**config.mk**
```make
export PLATFORM = sky130hd
export DESIGN_NAME = pfsw_ctrl
export DESIGN_NICKNAME = d
export VERILOG_FILES = /design/src/pfsw_pkg.sv /design/src/pfsw_buf.sv /design/src/pfsw_ctrl.sv /design/src/pfsw_timer.sv
export SDC_FILE = /design/constraint.sdc
export NUM_CORES = 1
export LEC_CHECK = 0
export ABC_AREA = 1
export BUFFER_PORTS_ARGS = -buffer_cell sky130_fd_sc_hd__buf_4
export CORE_ASPECT_RATIO = 1.5
export CORE_MARGIN = 4
export CORE_UTILIZATION = 50
export DETAILED_ROUTE_END_ITERATION = 16
export PLACE_DENSITY = 0.7
export SYNTH_ARGS = -nofsm -noshare
export SYNTH_HDL_FRONTEND = slang
export SYNTH_SLANG_ARGS = --single-unit
export TNS_END_PERCENT = 30
```
**constraint.sdc**
```tcl
create_clock -name clk_i -period 7.9 [get_ports clk_i]
set_clock_uncertainty 0.15 [all_clocks]
set_input_delay 0.79 -clock clk_i [delete_from_list [all_inputs] [get_ports clk_i]]
set_output_delay 0.79 -clock clk_i [all_outputs]
set_load 0.05 [all_outputs]
```
**src/pfsw_pkg.sv**
```systemverilog
// Package of constants for the flash self-write controller
package pfsw_pkg;
	localparam int          ADDR_W        = 12;
	localparam int          WORD_W        = 14;
	localparam logic [2:0]  OFS_CONTROL   = 3'h0;
	localparam logic [2:0]  OFS_UNLOCK    = 3'h1;
	localparam logic [2:0]  OFS_ADDR_LOW  = 3'h2;
	localparam logic [2:0]  OFS_ADDR_HIGH = 3'h3;
	localparam logic [2:0]  OFS_DATA_LOW  = 3'h4;
	localparam logic [2:0]  OFS_DATA_HIGH = 3'h5;
	localparam int          BIT_CALIB_SPACE_SELECT    = 6;
	localparam int          BIT_WALLOW    = 2;
	localparam int          BIT_WGO       = 1;
	localparam int          BIT_RGO       = 0;
	localparam logic [7:0]  UNLOCK_FIRST  = 8'h55;
	localparam logic [7:0]  UNLOCK_SECOND = 8'hAA;
	localparam logic [7:0]  RST_BYTE      = 8'h00;
	localparam int          CLK_MHZ       = 250;
	localparam int          HALT_US       = 4000;
	localparam int          PWRUP_US      = 72000;
	localparam int          HALT_CYC      = HALT_US * CLK_MHZ;
	localparam int          PWRUP_CYC     = PWRUP_US * CLK_MHZ;
	localparam int          SETUP_CYC     = 2;
	localparam logic [1:0]  LAST_IN_BLOCK = 2'h3;
	localparam logic [1:0]  ROW_FIRST_BLK = 2'h0;
endpackage : pfsw_pkg

```
**src/pfsw_buf.sv**
```systemverilog
// Four-word program buffer with registered read data
`timescale 1ns/1ps
`default_nettype none
module pfsw_buf
	import pfsw_pkg::*;
(
	// Clock and reset
	input  wire logic              clk_i,
	input  wire logic              rst_b_i,
	// Write side
	input  wire logic              we_i,
	input  wire logic [1:0]        waddr_i,
	input  wire logic [WORD_W-1:0] wdata_i,
	// Read side
	input  wire logic [1:0]        raddr_i,
	output logic      [WORD_W-1:0] rdata_o
);
	logic [WORD_W-1:0] mem [4];

	always_ff @(posedge clk_i) begin
		if (!rst_b_i) begin
			for (int i = 0; i < 4; i++) begin
				mem[i] <= '0;
			end
			rdata_o <= '0;
		end else begin
			if (we_i) begin
				mem[waddr_i] <= wdata_i;
			end
			rdata_o <= mem[raddr_i];
		end
	end
endmodule : pfsw_buf
`default_nettype wire

```
**src/pfsw_ctrl.sv**
```systemverilog
// Flash self-write controller: registers, read sequencing, buffered block writes
//
// Chosen here: strobed register access and the placing of the registers.
`timescale 1ns/1ps
`default_nettype none
// Functional notes
// - Calibration select steers reads to test area when set, user area otherwise.
// - Write allow bit permits write cycles; clear blocks every write.
// - Write go starts a write; hardware clears it, software zero ignored.
// - Read go starts a one-cycle read; only hardware clears it.
// - Read uses second cycle after go; that instruction dropped; data next cycle.
// - Data registers hold last read until next read or software write.
// - Self-write lands only in segments left unprotected by protection config.
// - Writes work on aligned four-word blocks, never crossing a boundary.
// - First three words of a block only fill the buffer, no stall.
// - Last word of block programs the buffer, erasing the 16-word row first only for the row's first block.
// - Row erase only when low address matches xxxx0011.
// - Two setup cycles after write go; software follows with two no-ops.
// - Core halts about 4 ms during program; clocks keep running.
// - Execution resumes at third instruction after the write go.
// - Write allow cleared at power-up; writes blocked during 72 ms timer.
// - Under code lock core still reads and writes; test access disabled.
// - Protected regions readable; self-write blocked; external programmer unaffected.
// - Code lock refuses writes from the external serial programmer.
// - Writes attempted with calibration select set are suppressed.
// - Unlock port stores nothing and reads as zero.
// - Word is 14 bits; high data register upper two bits read zero.
module pfsw_ctrl
	import pfsw_pkg::*;
#(
	parameter int HALT_CYCLES  = HALT_CYC,
	parameter int PWRUP_CYCLES = PWRUP_CYC
)
(
	// Clock and reset
	input  wire logic              clk_i,
	input  wire logic              rst_b_i,
	// Register port
	input  wire logic [2:0]        reg_addr_i,
	input  wire logic [7:0]        reg_wdata_i,
	input  wire logic              reg_wr_i,
	input  wire logic              reg_rd_i,
	output logic      [7:0]        reg_rdata_o,
	// Core sequencing
	input  wire logic              instr_cycle_i,
	output logic                   instr_discard_o,
	output logic                   core_halt_signal_o,
	// Protection configuration
	input  wire logic [1:0]        self_protect_cfg_i,
	input  wire logic              code_lock_bit_i,
	input  wire logic              serial_prog_mode_i,
	input  wire logic              serial_prog_wr_i,
	output logic                   serial_prog_wr_ok_o,
	// Flash array
	output logic      [ADDR_W-1:0] fl_addr_o,
	output logic                   fl_test_sel_o,
	output logic                   fl_rd_o,
	input  wire logic [WORD_W-1:0] fl_rdata_i,
	output logic                   fl_erase_o,
	output logic                   fl_prog_o,
	output logic      [WORD_W-1:0] fl_wdata_o
);
	typedef enum logic [4:0] {
		ST_IDLE  = 5'b00001,
		ST_SETUP = 5'b00010,
		ST_ERASE = 5'b00100,
		ST_PROG  = 5'b01000,
		ST_NEXT  = 5'b10000
	} pfsw_state_t;

	// Protected segment test: upper address quarter index vs config level
	function automatic logic seg_protected(input logic [ADDR_W-1:0] a, input logic [1:0] cfg);
		logic [1:0] q;
		q = a[ADDR_W-1 -: 2];
		case (cfg)
			2'h0:    seg_protected = 1'b1;
			2'h1:    seg_protected = (q != 2'h3);
			2'h2:    seg_protected = (q == 2'h0);
			default: seg_protected = 1'b0;
		endcase
	endfunction : seg_protected

	pfsw_state_t       state;
	pfsw_state_t       next_state;
	logic              calib_space_select;
	logic              flash_write_allow;
	logic              wgo;
	logic              rgo;
	logic [7:0]        flash_addr_low;
	logic [3:0]        flash_addr_high;
	logic [7:0]        flash_data_low;
	logic [5:0]        flash_data_high;
	logic [1:0]        unlock_st;
	logic [1:0]        rd_cnt;
	logic              rd_capture;
	logic [1:0]        setup_cnt;
	logic [1:0]        pidx;
	logic              pwrup_done;
	logic [31:0]       pwrup_cnt;
	logic              erase_pend;
	logic [ADDR_W-1:0] blk_base;

	wire [ADDR_W-1:0] cur_addr   = {flash_addr_high, flash_addr_low};
	wire              wr_ctl     = reg_wr_i && (reg_addr_i == OFS_CONTROL);
	wire              wr_unlock  = reg_wr_i && (reg_addr_i == OFS_UNLOCK);
	wire              go_req     = wr_ctl && reg_wdata_i[BIT_WGO] && !wgo;
	wire              unlocked   = (unlock_st == 2'h2);
	// Allow and calibration select are judged from the same control write that sets go
	wire              wr_block   = !reg_wdata_i[BIT_WALLOW] || !pwrup_done || reg_wdata_i[BIT_CALIB_SPACE_SELECT]
	                               || seg_protected(cur_addr, self_protect_cfg_i);
	wire              go_accept  = go_req && unlocked && reg_wdata_i[BIT_WALLOW] && (state == ST_IDLE);
	wire              go_effect  = go_accept && !wr_block;
	wire              last_word  = (flash_addr_low[1:0] == LAST_IN_BLOCK);
	wire              row_start  = (flash_addr_low[3:2] == ROW_FIRST_BLK);
	wire              rd_start   = wr_ctl && reg_wdata_i[BIT_RGO] && !rgo && (state == ST_IDLE);
	wire [WORD_W-1:0] buf_wdata  = {flash_data_high, flash_data_low};
	wire              buf_we     = go_effect;
	wire              tmr_load;
	wire              tmr_busy;
	wire              tmr_done;
	wire [WORD_W-1:0] buf_rdata;

	// Block writes go to the array one cycle after the buffer word is addressed
	assign tmr_load            = (state == ST_SETUP) && (setup_cnt == 2'(SETUP_CYC - 1));
	assign core_halt_signal_o  = (state != ST_IDLE);
	assign instr_discard_o     = (rd_cnt == 2'h2) && instr_cycle_i;
	assign fl_rd_o             = instr_discard_o;
	assign fl_test_sel_o       = calib_space_select && !code_lock_bit_i;
	assign fl_addr_o           = (state == ST_IDLE) ? cur_addr : (blk_base | ADDR_W'(pidx));
	assign fl_erase_o          = (state == ST_ERASE) && tmr_done && erase_pend;
	assign fl_prog_o           = (state == ST_NEXT);
	assign fl_wdata_o          = buf_rdata;
	assign serial_prog_wr_ok_o = serial_prog_mode_i && serial_prog_wr_i && !code_lock_bit_i;

	pfsw_buf u_buf (
		.clk_i   (clk_i),
		.rst_b_i (rst_b_i),
		.we_i    (buf_we),
		.waddr_i (flash_addr_low[1:0]),
		.wdata_i (buf_wdata),
		.raddr_i (pidx),
		.rdata_o (buf_rdata)
	);

	pfsw_timer u_tmr (
		.clk_i   (clk_i),
		.rst_b_i (rst_b_i),
		.load_i  (tmr_load || ((state == ST_ERASE) && tmr_done)),
		.count_i (32'(HALT_CYCLES / 2)),
		.busy_o  (tmr_busy),
		.done_o  (tmr_done)
	);

	// Erase and program sequence
	always_comb begin
		next_state = state;
		case (state)
			ST_IDLE:  next_state = (go_effect && last_word) ? ST_SETUP : ST_IDLE;
			ST_SETUP: next_state = tmr_load ? ST_ERASE : ST_SETUP;
			ST_ERASE: next_state = tmr_done ? ST_PROG : ST_ERASE;
			ST_PROG:  next_state = (tmr_done || !tmr_busy) ? ST_NEXT : ST_PROG;
			ST_NEXT:  next_state = (pidx == 2'h3) ? ST_IDLE : ST_PROG;
			default:  next_state = ST_IDLE;
		endcase
	end

	always_ff @(posedge clk_i) begin
		if (!rst_b_i) begin
			state <= ST_IDLE;
		end else begin
			state <= next_state;
		end
	end

	// Sequence counters and erase decision
	always_ff @(posedge clk_i) begin
		if (!rst_b_i) begin
			setup_cnt  <= 2'h0;
			pidx       <= 2'h0;
			erase_pend <= 1'b0;
			blk_base   <= '0;
		end else begin
			if (state == ST_IDLE && go_effect && last_word) begin
				setup_cnt  <= 2'h0;
				pidx       <= 2'h0;
				erase_pend <= row_start;
				blk_base   <= {cur_addr[ADDR_W-1:2], 2'h0};
			end else if (state == ST_SETUP) begin
				setup_cnt <= setup_cnt + 2'h1;
			end else if (state == ST_NEXT) begin
				pidx <= pidx + 2'h1;
			end
		end
	end

	// Unlock sequence tracker; any other register write breaks the pair
	always_ff @(posedge clk_i) begin
		if (!rst_b_i) begin
			unlock_st <= 2'h0;
		end else if (wr_unlock) begin
			if (reg_wdata_i == UNLOCK_FIRST) begin
				unlock_st <= 2'h1;
			end else if (reg_wdata_i == UNLOCK_SECOND && unlock_st == 2'h1) begin
				unlock_st <= 2'h2;
			end else begin
				unlock_st <= 2'h0;
			end
		end else if (reg_wr_i) begin
			unlock_st <= 2'h0;
		end
	end

	// Power-up timer
	always_ff @(posedge clk_i) begin
		if (!rst_b_i) begin
			pwrup_cnt  <= 32'h0;
			pwrup_done <= 1'b0;
		end else if (!pwrup_done) begin
			pwrup_cnt  <= pwrup_cnt + 32'h1;
			pwrup_done <= (pwrup_cnt >= 32'(PWRUP_CYCLES - 1));
		end
	end

	// Read sequencing: count instruction cycles after read go
	always_ff @(posedge clk_i) begin
		if (!rst_b_i) begin
			rd_cnt     <= 2'h0;
			rd_capture <= 1'b0;
		end else begin
			rd_capture <= instr_discard_o;
			if (rd_start) begin
				rd_cnt <= 2'h1;
			end else if (rd_cnt != 2'h0 && instr_cycle_i) begin
				rd_cnt <= (rd_cnt == 2'h2) ? 2'h0 : rd_cnt + 2'h1;
			end
		end
	end

	// Control register
	always_ff @(posedge clk_i) begin
		if (!rst_b_i) begin
			calib_space_select <= 1'b0;
			flash_write_allow  <= 1'b0;
			wgo                <= 1'b0;
			rgo                <= 1'b0;
		end else begin
			if (wr_ctl) begin
				calib_space_select <= reg_wdata_i[BIT_CALIB_SPACE_SELECT];
				flash_write_allow  <= reg_wdata_i[BIT_WALLOW];
			end
			if (go_effect && last_word) begin
				wgo <= 1'b1;
			end else if (state == ST_NEXT && pidx == 2'h3) begin
				wgo <= 1'b0;
			end
			if (rd_start) begin
				rgo <= 1'b1;
			end else if (rd_capture) begin
				rgo <= 1'b0;
			end
		end
	end

	// Address and data registers
	always_ff @(posedge clk_i) begin
		if (!rst_b_i) begin
			flash_addr_low  <= RST_BYTE;
			flash_addr_high <= 4'h0;
			flash_data_low  <= RST_BYTE;
			flash_data_high <= 6'h00;
		end else begin
			if (reg_wr_i && reg_addr_i == OFS_ADDR_LOW) begin
				flash_addr_low <= reg_wdata_i;
			end
			if (reg_wr_i && reg_addr_i == OFS_ADDR_HIGH) begin
				flash_addr_high <= reg_wdata_i[3:0];
			end
			if (rd_capture) begin
				flash_data_low  <= fl_rdata_i[7:0];
				flash_data_high <= fl_rdata_i[WORD_W-1:8];
			end else begin
				if (reg_wr_i && reg_addr_i == OFS_DATA_LOW) begin
					flash_data_low <= reg_wdata_i;
				end
				if (reg_wr_i && reg_addr_i == OFS_DATA_HIGH) begin
					flash_data_high <= reg_wdata_i[5:0];
				end
			end
		end
	end

	// Read data, one cycle after the strobe
	always_ff @(posedge clk_i) begin
		if (!rst_b_i) begin
			reg_rdata_o <= RST_BYTE;
		end else if (reg_rd_i) begin
			case (reg_addr_i)
				OFS_CONTROL:   reg_rdata_o <= {1'b0, calib_space_select, 3'h0, flash_write_allow, wgo, rgo};
				OFS_UNLOCK:    reg_rdata_o <= RST_BYTE;
				OFS_ADDR_LOW:  reg_rdata_o <= flash_addr_low;
				OFS_ADDR_HIGH: reg_rdata_o <= {4'h0, flash_addr_high};
				OFS_DATA_LOW:  reg_rdata_o <= flash_data_low;
				OFS_DATA_HIGH: reg_rdata_o <= {2'h0, flash_data_high};
				default:       reg_rdata_o <= RST_BYTE;
			endcase
		end else begin
			reg_rdata_o <= RST_BYTE;
		end
	end
endmodule : pfsw_ctrl
`default_nettype wire

```
**src/pfsw_timer.sv**
```systemverilog
// Down counter producing a done pulse after a loaded count
`timescale 1ns/1ps
`default_nettype none
module pfsw_timer
(
	// Clock and reset
	input  wire logic        clk_i,
	input  wire logic        rst_b_i,
	// Control
	input  wire logic        load_i,
	input  wire logic [31:0] count_i,
	output logic             busy_o,
	output logic             done_o
);
	logic [31:0] cnt;

	always_ff @(posedge clk_i) begin
		if (!rst_b_i) begin
			cnt    <= 32'h0;
			busy_o <= 1'b0;
			done_o <= 1'b0;
		end else begin
			done_o <= 1'b0;
			if (load_i) begin
				cnt    <= count_i;
				busy_o <= 1'b1;
			end else if (busy_o) begin
				if (cnt <= 32'h1) begin
					busy_o <= 1'b0;
					done_o <= 1'b1;
				end else begin
					cnt <= cnt - 32'h1;
				end
			end
		end
	end
endmodule : pfsw_timer
`default_nettype wire

```
# After elaboration in Yosys (flattened, before gate mapping)

Memories as Yosys holds them, arrays and structs flattened. A register that Yosys moved wholly into a read port is not among the register bits.
Cells that the tools add are included.

Multiplexer cells: 39
Reduce and logical (&&, ||, !) cells: 62
Divide/modulo/power cells: 0
$add $sub $neg: 5
Shift-type cells: 0
Eq/ne operators: 23
Multipliers: 0
Bitwise operators: 5
$lt $le $gt $ge: 2

Operators with widths:

| cell                                                  | count |
|---|---|
| two-way mux 19 bit                                    | 3 |
| case mux 8 bit (5 select lines)                       | 1 |
| adder 32 x 1 -> 32 bit, second input constant         | 1 |
| >= comparator 32 x 25 -> 1 bit, second input constant | 1 |
| <= comparator 32 x 1 -> 1 bit, second input constant  | 1 |
| subtractor 32 x 1 -> 32 bit, second input constant    | 1 |
| logical AND 1 bit                                     | 28 |
| case mux 5 bit (5 select lines)                       | 1 |
| two-way mux 1 bit                                     | 16 |
| two-way mux 8 bit                                     | 2 |
| nonzero test 2 bit                                    | 8 |
| two-way mux 14 bit                                    | 1 |
| two-way mux 2 bit                                     | 7 |
| OR reduction 14 bit                                   | 1 |
| two-way mux 12 bit                                    | 1 |
| two-way mux 6 bit                                     | 2 |
| OR 12 x 2 -> 12 bit                                   | 1 |
| equality test 2 bit, second input constant            | 5 |
| equality test 8 x 7 -> 1 bit, second input constant   | 1 |
| equality test 8 bit, second input constant            | 1 |
| logical NOT 1 bit                                     | 8 |
| two-way mux 4 bit                                     | 2 |
| AND reduction 2 bit                                   | 4 |
| adder 2 x 1 -> 2 bit, second input constant           | 3 |
| 21 further kinds                                      | 36 |

Bits in latches: 0
Memories kept: 1
RAM bits: 56
Word-level logic and storage cells: 161
ROM bits: 0
Output and inout bits: 41
Bits of input ports: 35
Bits in registers: 130

Memory list:

| memory    | depth | bits a word | rd ports | clocked after memory_dff | write ports | line           | source |
|---|---|---|---|---|---|---|---|
| u_buf.mem | 4     | 14          | 1        | 1                        | 4           | pfsw_buf.sv:18 | `logic [WORD_W-1:0] mem [4];` |

# Logic depth before layout (Yosys ltp)

Gate-level depths: netlist of run 1.

Word-level depth: 13
Mapped depth: 13
Mapped depth without buffers: 12

# Hierarchy

From an unflattened synthesis of run 1, not the netlist that was laid out.

Cells, all modules: 1498
Area, all modules: 10390.0 um^2

Modules (own cells, without submodules):

| module     | times used | sequential area each (um^2) | cells an instance | area each (um^2) |
|---|---|---|---|---|
| pfsw_ctrl  | 1          | 1921.8                      | 723               | 4823.4 |
| pfsw_buf   | 1          | 1961.9                      | 322               | 3015.4 |
| pfsw_timer | 1          | 680.7                       | 453               | 2551.2 |

# Worst setup path before layout of run 1

Ideal clock, no wire load.

Path type: input to output
Start point: input port instr_cycle_i
End point: output port instr_discard_o
Data required time: 6.960 ns
Stages on the path: 3
Path buffers: 1
Slack: 4.669 ns
Arrival time: 2.291 ns
Cells stage by stage: inv_1 > nor3_1 > buf_4

Longest elaborated chain between the ends: 1

RTL lines:

| what              | line             | source |
|---|---|---|
| from (decl)       | pfsw_ctrl.sv:45  | `input wire logic instr_cycle_i,` |
| logical AND 1 bit | pfsw_ctrl.sv:126 | `assign instr_discard_o = (rd_cnt == 2'h2) && instr_cycle_i;` |
| to (decl)         | pfsw_ctrl.sv:46  | `output logic instr_discard_o,` |

Every way passes these cells.

# Worst setup path in the final report of run 1

Start point: register pidx[0]
End point: output port fl_addr_o[0]

Longest elaborated chain between the ends: 2

RTL lines:

| what                   | line             | source |
|---|---|---|
| from (decl)            | pfsw_ctrl.sv:97  | `logic [1:0] pidx;` |
| from (signal assigned) | pfsw_ctrl.sv:191 | `pidx <= pidx + 2'h1;` |
| OR 12 x 2 -> 12 bit    | pfsw_ctrl.sv:129 | `assign fl_addr_o = (state == ST_IDLE) ? cur_addr : (blk_base \| ADDR_W'(pidx));` |
| two-way mux 12 bit     | pfsw_ctrl.sv:129 |  |
| to (decl)              | pfsw_ctrl.sv:55  | `output logic [ADDR_W-1:0] fl_addr_o,` |

Every way passes these cells.

==> summary.txt, run 1 <==
Clock tree
  – Htree depth: 4
  – Clock transition at path regs: 70 ps
  – TritonCTS sink count: 200
  – Resized Gates After CTS: 0
  – Clock Path Buffers: 2
  – Cts hold-fix bufs: 0
  – Clock Latency Late Sink: 440 ps
  – TritonCTS clock tree: done
  – Root Driver: clkbuf_16
  – Setup bufs post-CTS: 0
  – CTS buffer count: 17

STA
  – RSZ-0062 raised after global routing: false
  – Final Slew Violations: 0
  – Slew @ Worst Pin: 1179 ps
  – Relative slew slack: 0.2055
  – Final worst-path cycle share: 0.3858
  – Setup TNS Final: 0 ps
  – Period minus WS final: 3048 ps
  – Final Setup Violations: 0
  – Fmax achieved: 328.1 MHz
  – Final-report hold violation count: 0

Finish
  – Area growth from synthesis to layout: 13.17%
  – Layout cells sized above 1: 0.1221
  – Net total in the final layout: 1354
  – N_diodes: 0
  – Layout Utilization: 0.5779

Pwr
  – LEAKAGE: 4.390 nW
  – Peak VDD IR: 0.0001080 V
  – P per Cell Area: 192.0 nW/um^2
  – Pwr Total: 0.002066 W

GRT
  – First-pass GRT wire length: 37.55 mm
  – GRT overflow: 0
  – Largest net degree at the start of global routing: 75
  – Initial antenna violation count: 0
  – GRT Util Overall: 0.2195
  – Vias in the first global route: 7752

Worst hold path
  – Min-Delay Endpoint: setup_cnt[1]
  – WHS Path Cells: 2
  – Hold Path Origin: setup_cnt[1]
  – Worst hold path class: reg -> reg

Yosys
  – Top_reg_cell synth: dfxtp_1
  – Synth async-reset ratio: 0
  – Most frequent cell after synthesis: nor2_1
  – Syn nets: 1305
  – Avg Inst Size Synth: 7.518 sq um
  – Synth top cells by count: 256 x nor2_1, 232 x nand2_1, 144 x dfxtp_1
  – Sequential share of the synthesized area: 0.4799
  – Synth area leader: dfxtp_1
  – Synth area leaders: dfxtp_1 30%, edfxtp_1 18%, nor2_1 10%
  – Synthesized area: 9510 sq um
  – Mapped Cells: 1265
  – Post-synth top area share: 0.3031
  – Post-synth EDFFs: 56
  – Synth warn: 0
  – Yosys cell types: 42
  – FF+latch count, synth: 200

Setup path
  – Critical R2R Launch: state[2]
  – Critical Path RT: 6960 ps
  – Worst setup EP type: output pin
  – FF-to-FF path depth: 7
  – Crit path max fanout: 32
  – Reg-to-Reg End: u_buf.mem[3][2]
  – Worst setup SP type: flip-flop
  – Worst R2R Setup Slack: 4990 ps
  – Worst Path Arrival: 2110 ps
  – Critical Setup Path Class: reg -> out
  – Critical path origin: pidx[0]

Floorplanning
  – FP Rows: 61
  – Die height: 176.9 um
  – Initial Utilization: 0.5107
  – Die width: 120.6 um
  – Core ar.: 18620 sq um
  – # IOs: 76
  – Die area: 21340 sq um

Detailed routing
  – Final wirelength: 23.05 mm
  – 1st-pass router iterations: 6
  – Via Count: 8257
  – Routed Antenna Nets: 0
  – # DRC: 0
  – Via density: 5.229
  – Drt wl/cell: 14.60 um
  – Drt initial violations: 601

Place
  – Count of input and output buffers: 75
  – Detailed Place HPWL: 16.75 mm
  – Routability cong.: 0.8644

Flow run
  – Total of max-cap violations: 0

Outcome
  – Status: complete, no violations
cells by family after synthesis:
logic type | share of synthesized area
AO/OA/AOI/OAI | 0.1199
adder cells (fa/ha/maj) | 0.006578
buffers and inverters | 0.07525
AND/OR/NAND/NOR | 0.2944
flip-flops | 0.4799
XOR/XNOR | 0.02394
power by group:
group | internal (W) | switching (W)
clock network | 0.000477 | 0.000402
registers | 0.00107 | 0.00000863
logic | 0.0000308 | 0.0000767
total | 0.00158 | 0.000487
placed cells by master, fill, tap and decap left out, drive strengths merged, types with 9 or more instances in the layout:
cell type and count:
a21oi 101, buf 76, clkbuf 19, dfxtp 144, edfxtp 56, inv 131
nand2 238, nand3 44, nand4 21, nor2 282, nor3 40, o21ai 95
o22ai 9, xnor2 9, xor2 17
cell type report:
class	count	area, sq um
multi-input cells	891	4234
clock buffers	19	432.9
well taps	252	315.3
flip-flops and latches	200	4564
inverters	128	481.7
clock inverters	13	163.9
repair buffers	76	570.5
fillers	1773	7860
registers in the layout (all words and copies together) (netlist names), 2 cells and up:
name / flops
u_buf.mem: 56
flash_addr_low: 8
pwrup_cnt: 32
unlock_st: 2
flash_addr_high: 4
pidx: 2
state: 5
flash_data_high: 6
u_buf.rdata_o: 14
u_tmr.cnt: 32
blk_base: 10
rd_cnt: 2
flash_data_low: 8
setup_cnt: 2
reg_rdata_o: 8
stage by stage:
step / cells / setup slack [ps] / cell area (sq um) / hold slack (ps)
floorplan: 1265 / 4669 / 9510 / 290.9
global placement: 1547 / 4734 / 10170 / 298.0
detailed placement: 1547 / 4665 / 10170 / 301.8
CTS: 1579 / 4837 / 10760 / 320.6
global route: 1579 / 4707 / 10760 / 345.5
finish: 1579 / 4852 / 10760 / 314.8
worst max-delay path, cell delays in order (launching register included):
cell	delay [ps]
dfxtp_1	1070
nand2_1	100
o21ai_0	210
buf_4	280
metal layers:
layer	vias to the layer above	track usage	wire length, um
li1	4218	-	-
met1	3747	0.2740	9799
met2	236	0.3751	11420
met3	56	0.03838	1067
met4	0	0.08932	761
met5	-	0	0
worst max-delay path by stage:
| stage | endpoint | cells past startpoint |
|---|---|---|
| 6_report | fl_addr_o[0] | 3 |
| 4_1_cts | fl_addr_o[0] | 3 |
| 3_3_place_gp | u_buf.mem[3][10] | 8 |
| 3_5_place_dp | u_buf.mem[3][10] | 6 |
| 2_1_floorplan | instr_discard_o | 3 |
| 5_1_grt | fl_addr_o[0] | 3 |
Power figures use the tool's default switching activity.
==> inputs of run 2 (changes only) <==
==> constraint.sdc (replaced) <==
create_clock -name clk_i -period 2.89 [get_ports clk_i]
set_clock_uncertainty 0.15 [all_clocks]
set_input_delay 0.289 -clock clk_i [delete_from_list [all_inputs] [get_ports clk_i]]
set_output_delay 0.289 -clock clk_i [all_outputs]
set_load 0.05 [all_outputs]
==> run 2 against run 1 <==
Against the previous run: hold slack worse by 300 ps; power grew to 2.8 times the previous value; sequential power grew to 2.7 times the previous value; non-clock buffer count is 36 higher; global-route usage is 0.77 points higher; register-to-register slack worse by 4600 ps; count of clock-buffer cells in the layout is 2 lower; wire length is 2.5% higher; clock power grew to 2.9 times the previous value; via count is 2.2% higher; die area stayed put; sequential cell count stayed put; largest cell class unchanged.
==> summary.txt, run 2 (synthesis results as in run 1) <==
Outcome
  – Status: complete, no violations

STA
  – Final Setup Violations: 0
  – Final Slew Violations: 0
  – Setup TNS Final: 0 ps
  – Relative slew slack: 0.4748
  – RSZ-0062 raised after global routing: false
  – Final-report hold violation count: 0
  – Final worst-path cycle share: 0.8564
  – Period minus WS final: 2475 ps
  – Fmax achieved: 404.1 MHz
  – Slew @ Worst Pin: 786.9 ps

Flow run
  – Total of max-cap violations: 0

Setup path
  – Reg-to-Reg End: u_buf.mem[0][2]
  – Worst setup SP type: flip-flop
  – Worst setup EP type: flip-flop
  – CP max-delay cell: nand2_1
  – FF-to-FF path depth: 6
  – Critical Setup Path Class: reg -> reg
  – Max stage delay on crit path: 520 ps
  – Critical-path cell list: nand3_1 -> nor3_1 -> nand2_2 -> clkinv_2 -> nand4_4 -> nand2_1
  – Critical R2R Launch: pwrup_done
  – Critical Path RT: 2830 ps
  – Worst Path Arrival: 2410 ps
  – Worst R2R Setup Slack: 420 ps
  – Crit path max fanout: 15

Pwr
  – LEAKAGE: 4.578 nW
  – P per Cell Area: 521.7 nW/um^2
  – Peak VDD IR: 0.0003171 V

GRT
  – First-pass GRT wire length: 39.21 mm
  – Vias in the first global route: 8166
  – Largest net degree at the start of global routing: 42
  – GRT Util Overall: 0.2272
  – GRT overflow: 0
  – Initial antenna violation count: 0

Detailed routing
  – Via Count: 8439
  – Via density: 5.225
  – Drt wl/cell: 14.62 um
  – Final wirelength: 23.62 mm
  – 1st-pass router iterations: 5
  – # DRC: 0
  – Drt initial violations: 643
  – Routed Antenna Nets: 0

Place
  – Detailed Place HPWL: 16.48 mm
  – Count of input and output buffers: 75
  – DP Cell Count: 1562
  – Routability cong.: 0.8858

Worst hold path
  – WHS Path Cells: 3
  – Min-Delay Endpoint: flash_addr_low[4]
  – Hold Path Origin: reg_wdata_i[4]
  – Worst hold path class: in -> reg

Floorplanning
  – Die area: 21340 sq um
  – FP Rows: 61
  – # IOs: 76
  – Die height: 176.9 um
  – Initial Utilization: 0.5107
  – Core ar.: 18620 sq um
  – Die width: 120.6 um

Finish
  – Non-filler instance count after layout: 1615
  – Layout cells sized above 1: 0.1306
  – Biggest regs: u_buf.mem: 56 flops, pwrup_cnt: 32 flops, u_tmr.cnt: 32 flops
  – Net total in the final layout: 1390
  – Biggest register: u_buf.mem
  – Filler instances: 1713
  – Area growth from synthesis to layout: 17.02%
  – N_diodes: 0
  – Largest register FFs: 56
  – Most frequent cells in the layout: 256 x nor2_1, 232 x nand2_1, 144 x dfxtp_1
  – Most common cell after layout, fill and taps aside: nor2_1

Clock tree
  – Setup bufs post-CTS: 0
  – Clock transition at path regs: 80 ps
  – Root Driver: clkbuf_16
  – TritonCTS sink count: 200
  – Clock Latency Late Sink: 450 ps
  – Clock Path Buffers: 2
  – Resized Gates After CTS: 0
  – TritonCTS clock tree: done
  – Htree depth: 4
  – CTS buffer count: 17
==> run 2: changes by cell type in the layout (fill, tap and decap cells not counted), sizes merged <==
| cell | delta |
|---|---|
| clkinvlp | -1 |
| bufinv | -1 |
| inv | +1 |
| clkinv | +3 |
| dlygate4sd3 | +21 |
| clkbuf | -2 |
| buf | +15 |
==> run 2: critical path: cells and delay by family, from the launching register on <==
family	cells	cell delay (ps)
DFF	1	510
and+or+nand+nor	5	1340
buffers and inverters	1	130
==> run 2: repair_timing <==
action	in CTS	in global routing
hold buffers	21	0
hold endpoints to repair	21	0
setup endpoints to repair	0	0
==> run 2: cell type report <==
class	count	area, sq um	area share
clock buffers	17	425.4	0.03822
clock inverters	15	219.0	0.01967
inverters	128	481.7	0.04328
multi-input cells	891	4230	0.3801
flip-flops and latches	200	4564	0.4101
well taps	252	315.3	0.02833
repair buffers	112	893.4	0.08027
==> run 2: worst max-delay path by stage <==
| stage | startpoint | endpoint | slack (ps) | depth (start not counted) |
|---|---|---|---|---|
| floorplan | state[0] | fl_addr_o[10] | 270 | 5 |
| global placement | reg_wdata_i[6] | u_buf.mem[0][6] | 460 | 8 |
| detailed placement | reg_wdata_i[6] | u_buf.mem[0][6] | 410 | 8 |
| CTS | pwrup_done | u_buf.mem[0][3] | 390 | 6 |
| global route | pwrup_done | u_buf.mem[0][1] | 200 | 6 |
| finish | pwrup_done | u_buf.mem[0][2] | 420 | 6 |
==> run 2: power breakdown <==
group	switching [W]	internal [W]	leakage [nW]
Combinational	0.000216	0.000108	2.53
Sequential	0.0000236	0.00292	1.74
Clock	0.00126	0.00127	0.308
==> run 2: metal layers <==
layer  up-vias  wire, um  GRT usage
li1       4279         -          -
met1      3907      9920     0.2713
met2       209     12170     0.4077
met3        44       954    0.03902
met4         0       573    0.08223
met5         -         0          0
==> run 2: metrics by stage <==
| step | area, sq um | setup slack, ps | hold slack (ps) | util | power [W] |
|---|---|---|---|---|---|
| 5_1_grt | 11130 | 199.6 | 35.63 | 0.5976 | 0.005970 |
| 3_5_place_dp | 10270 | 409.4 | 308.8 | 0.5517 | 0.003314 |
| 6_report | 11130 | 415.1 | 13.84 | 0.5976 | 0.005806 |
| 2_1_floorplan | 9510 | 270.4 | 235.9 | - | 0.003186 |
| 4_1_cts | 11130 | 389.0 | 16.16 | 0.5976 | 0.005831 |
| 3_3_place_gp | 10270 | 462.9 | 299.4 | 0.5517 | 0.003309 |
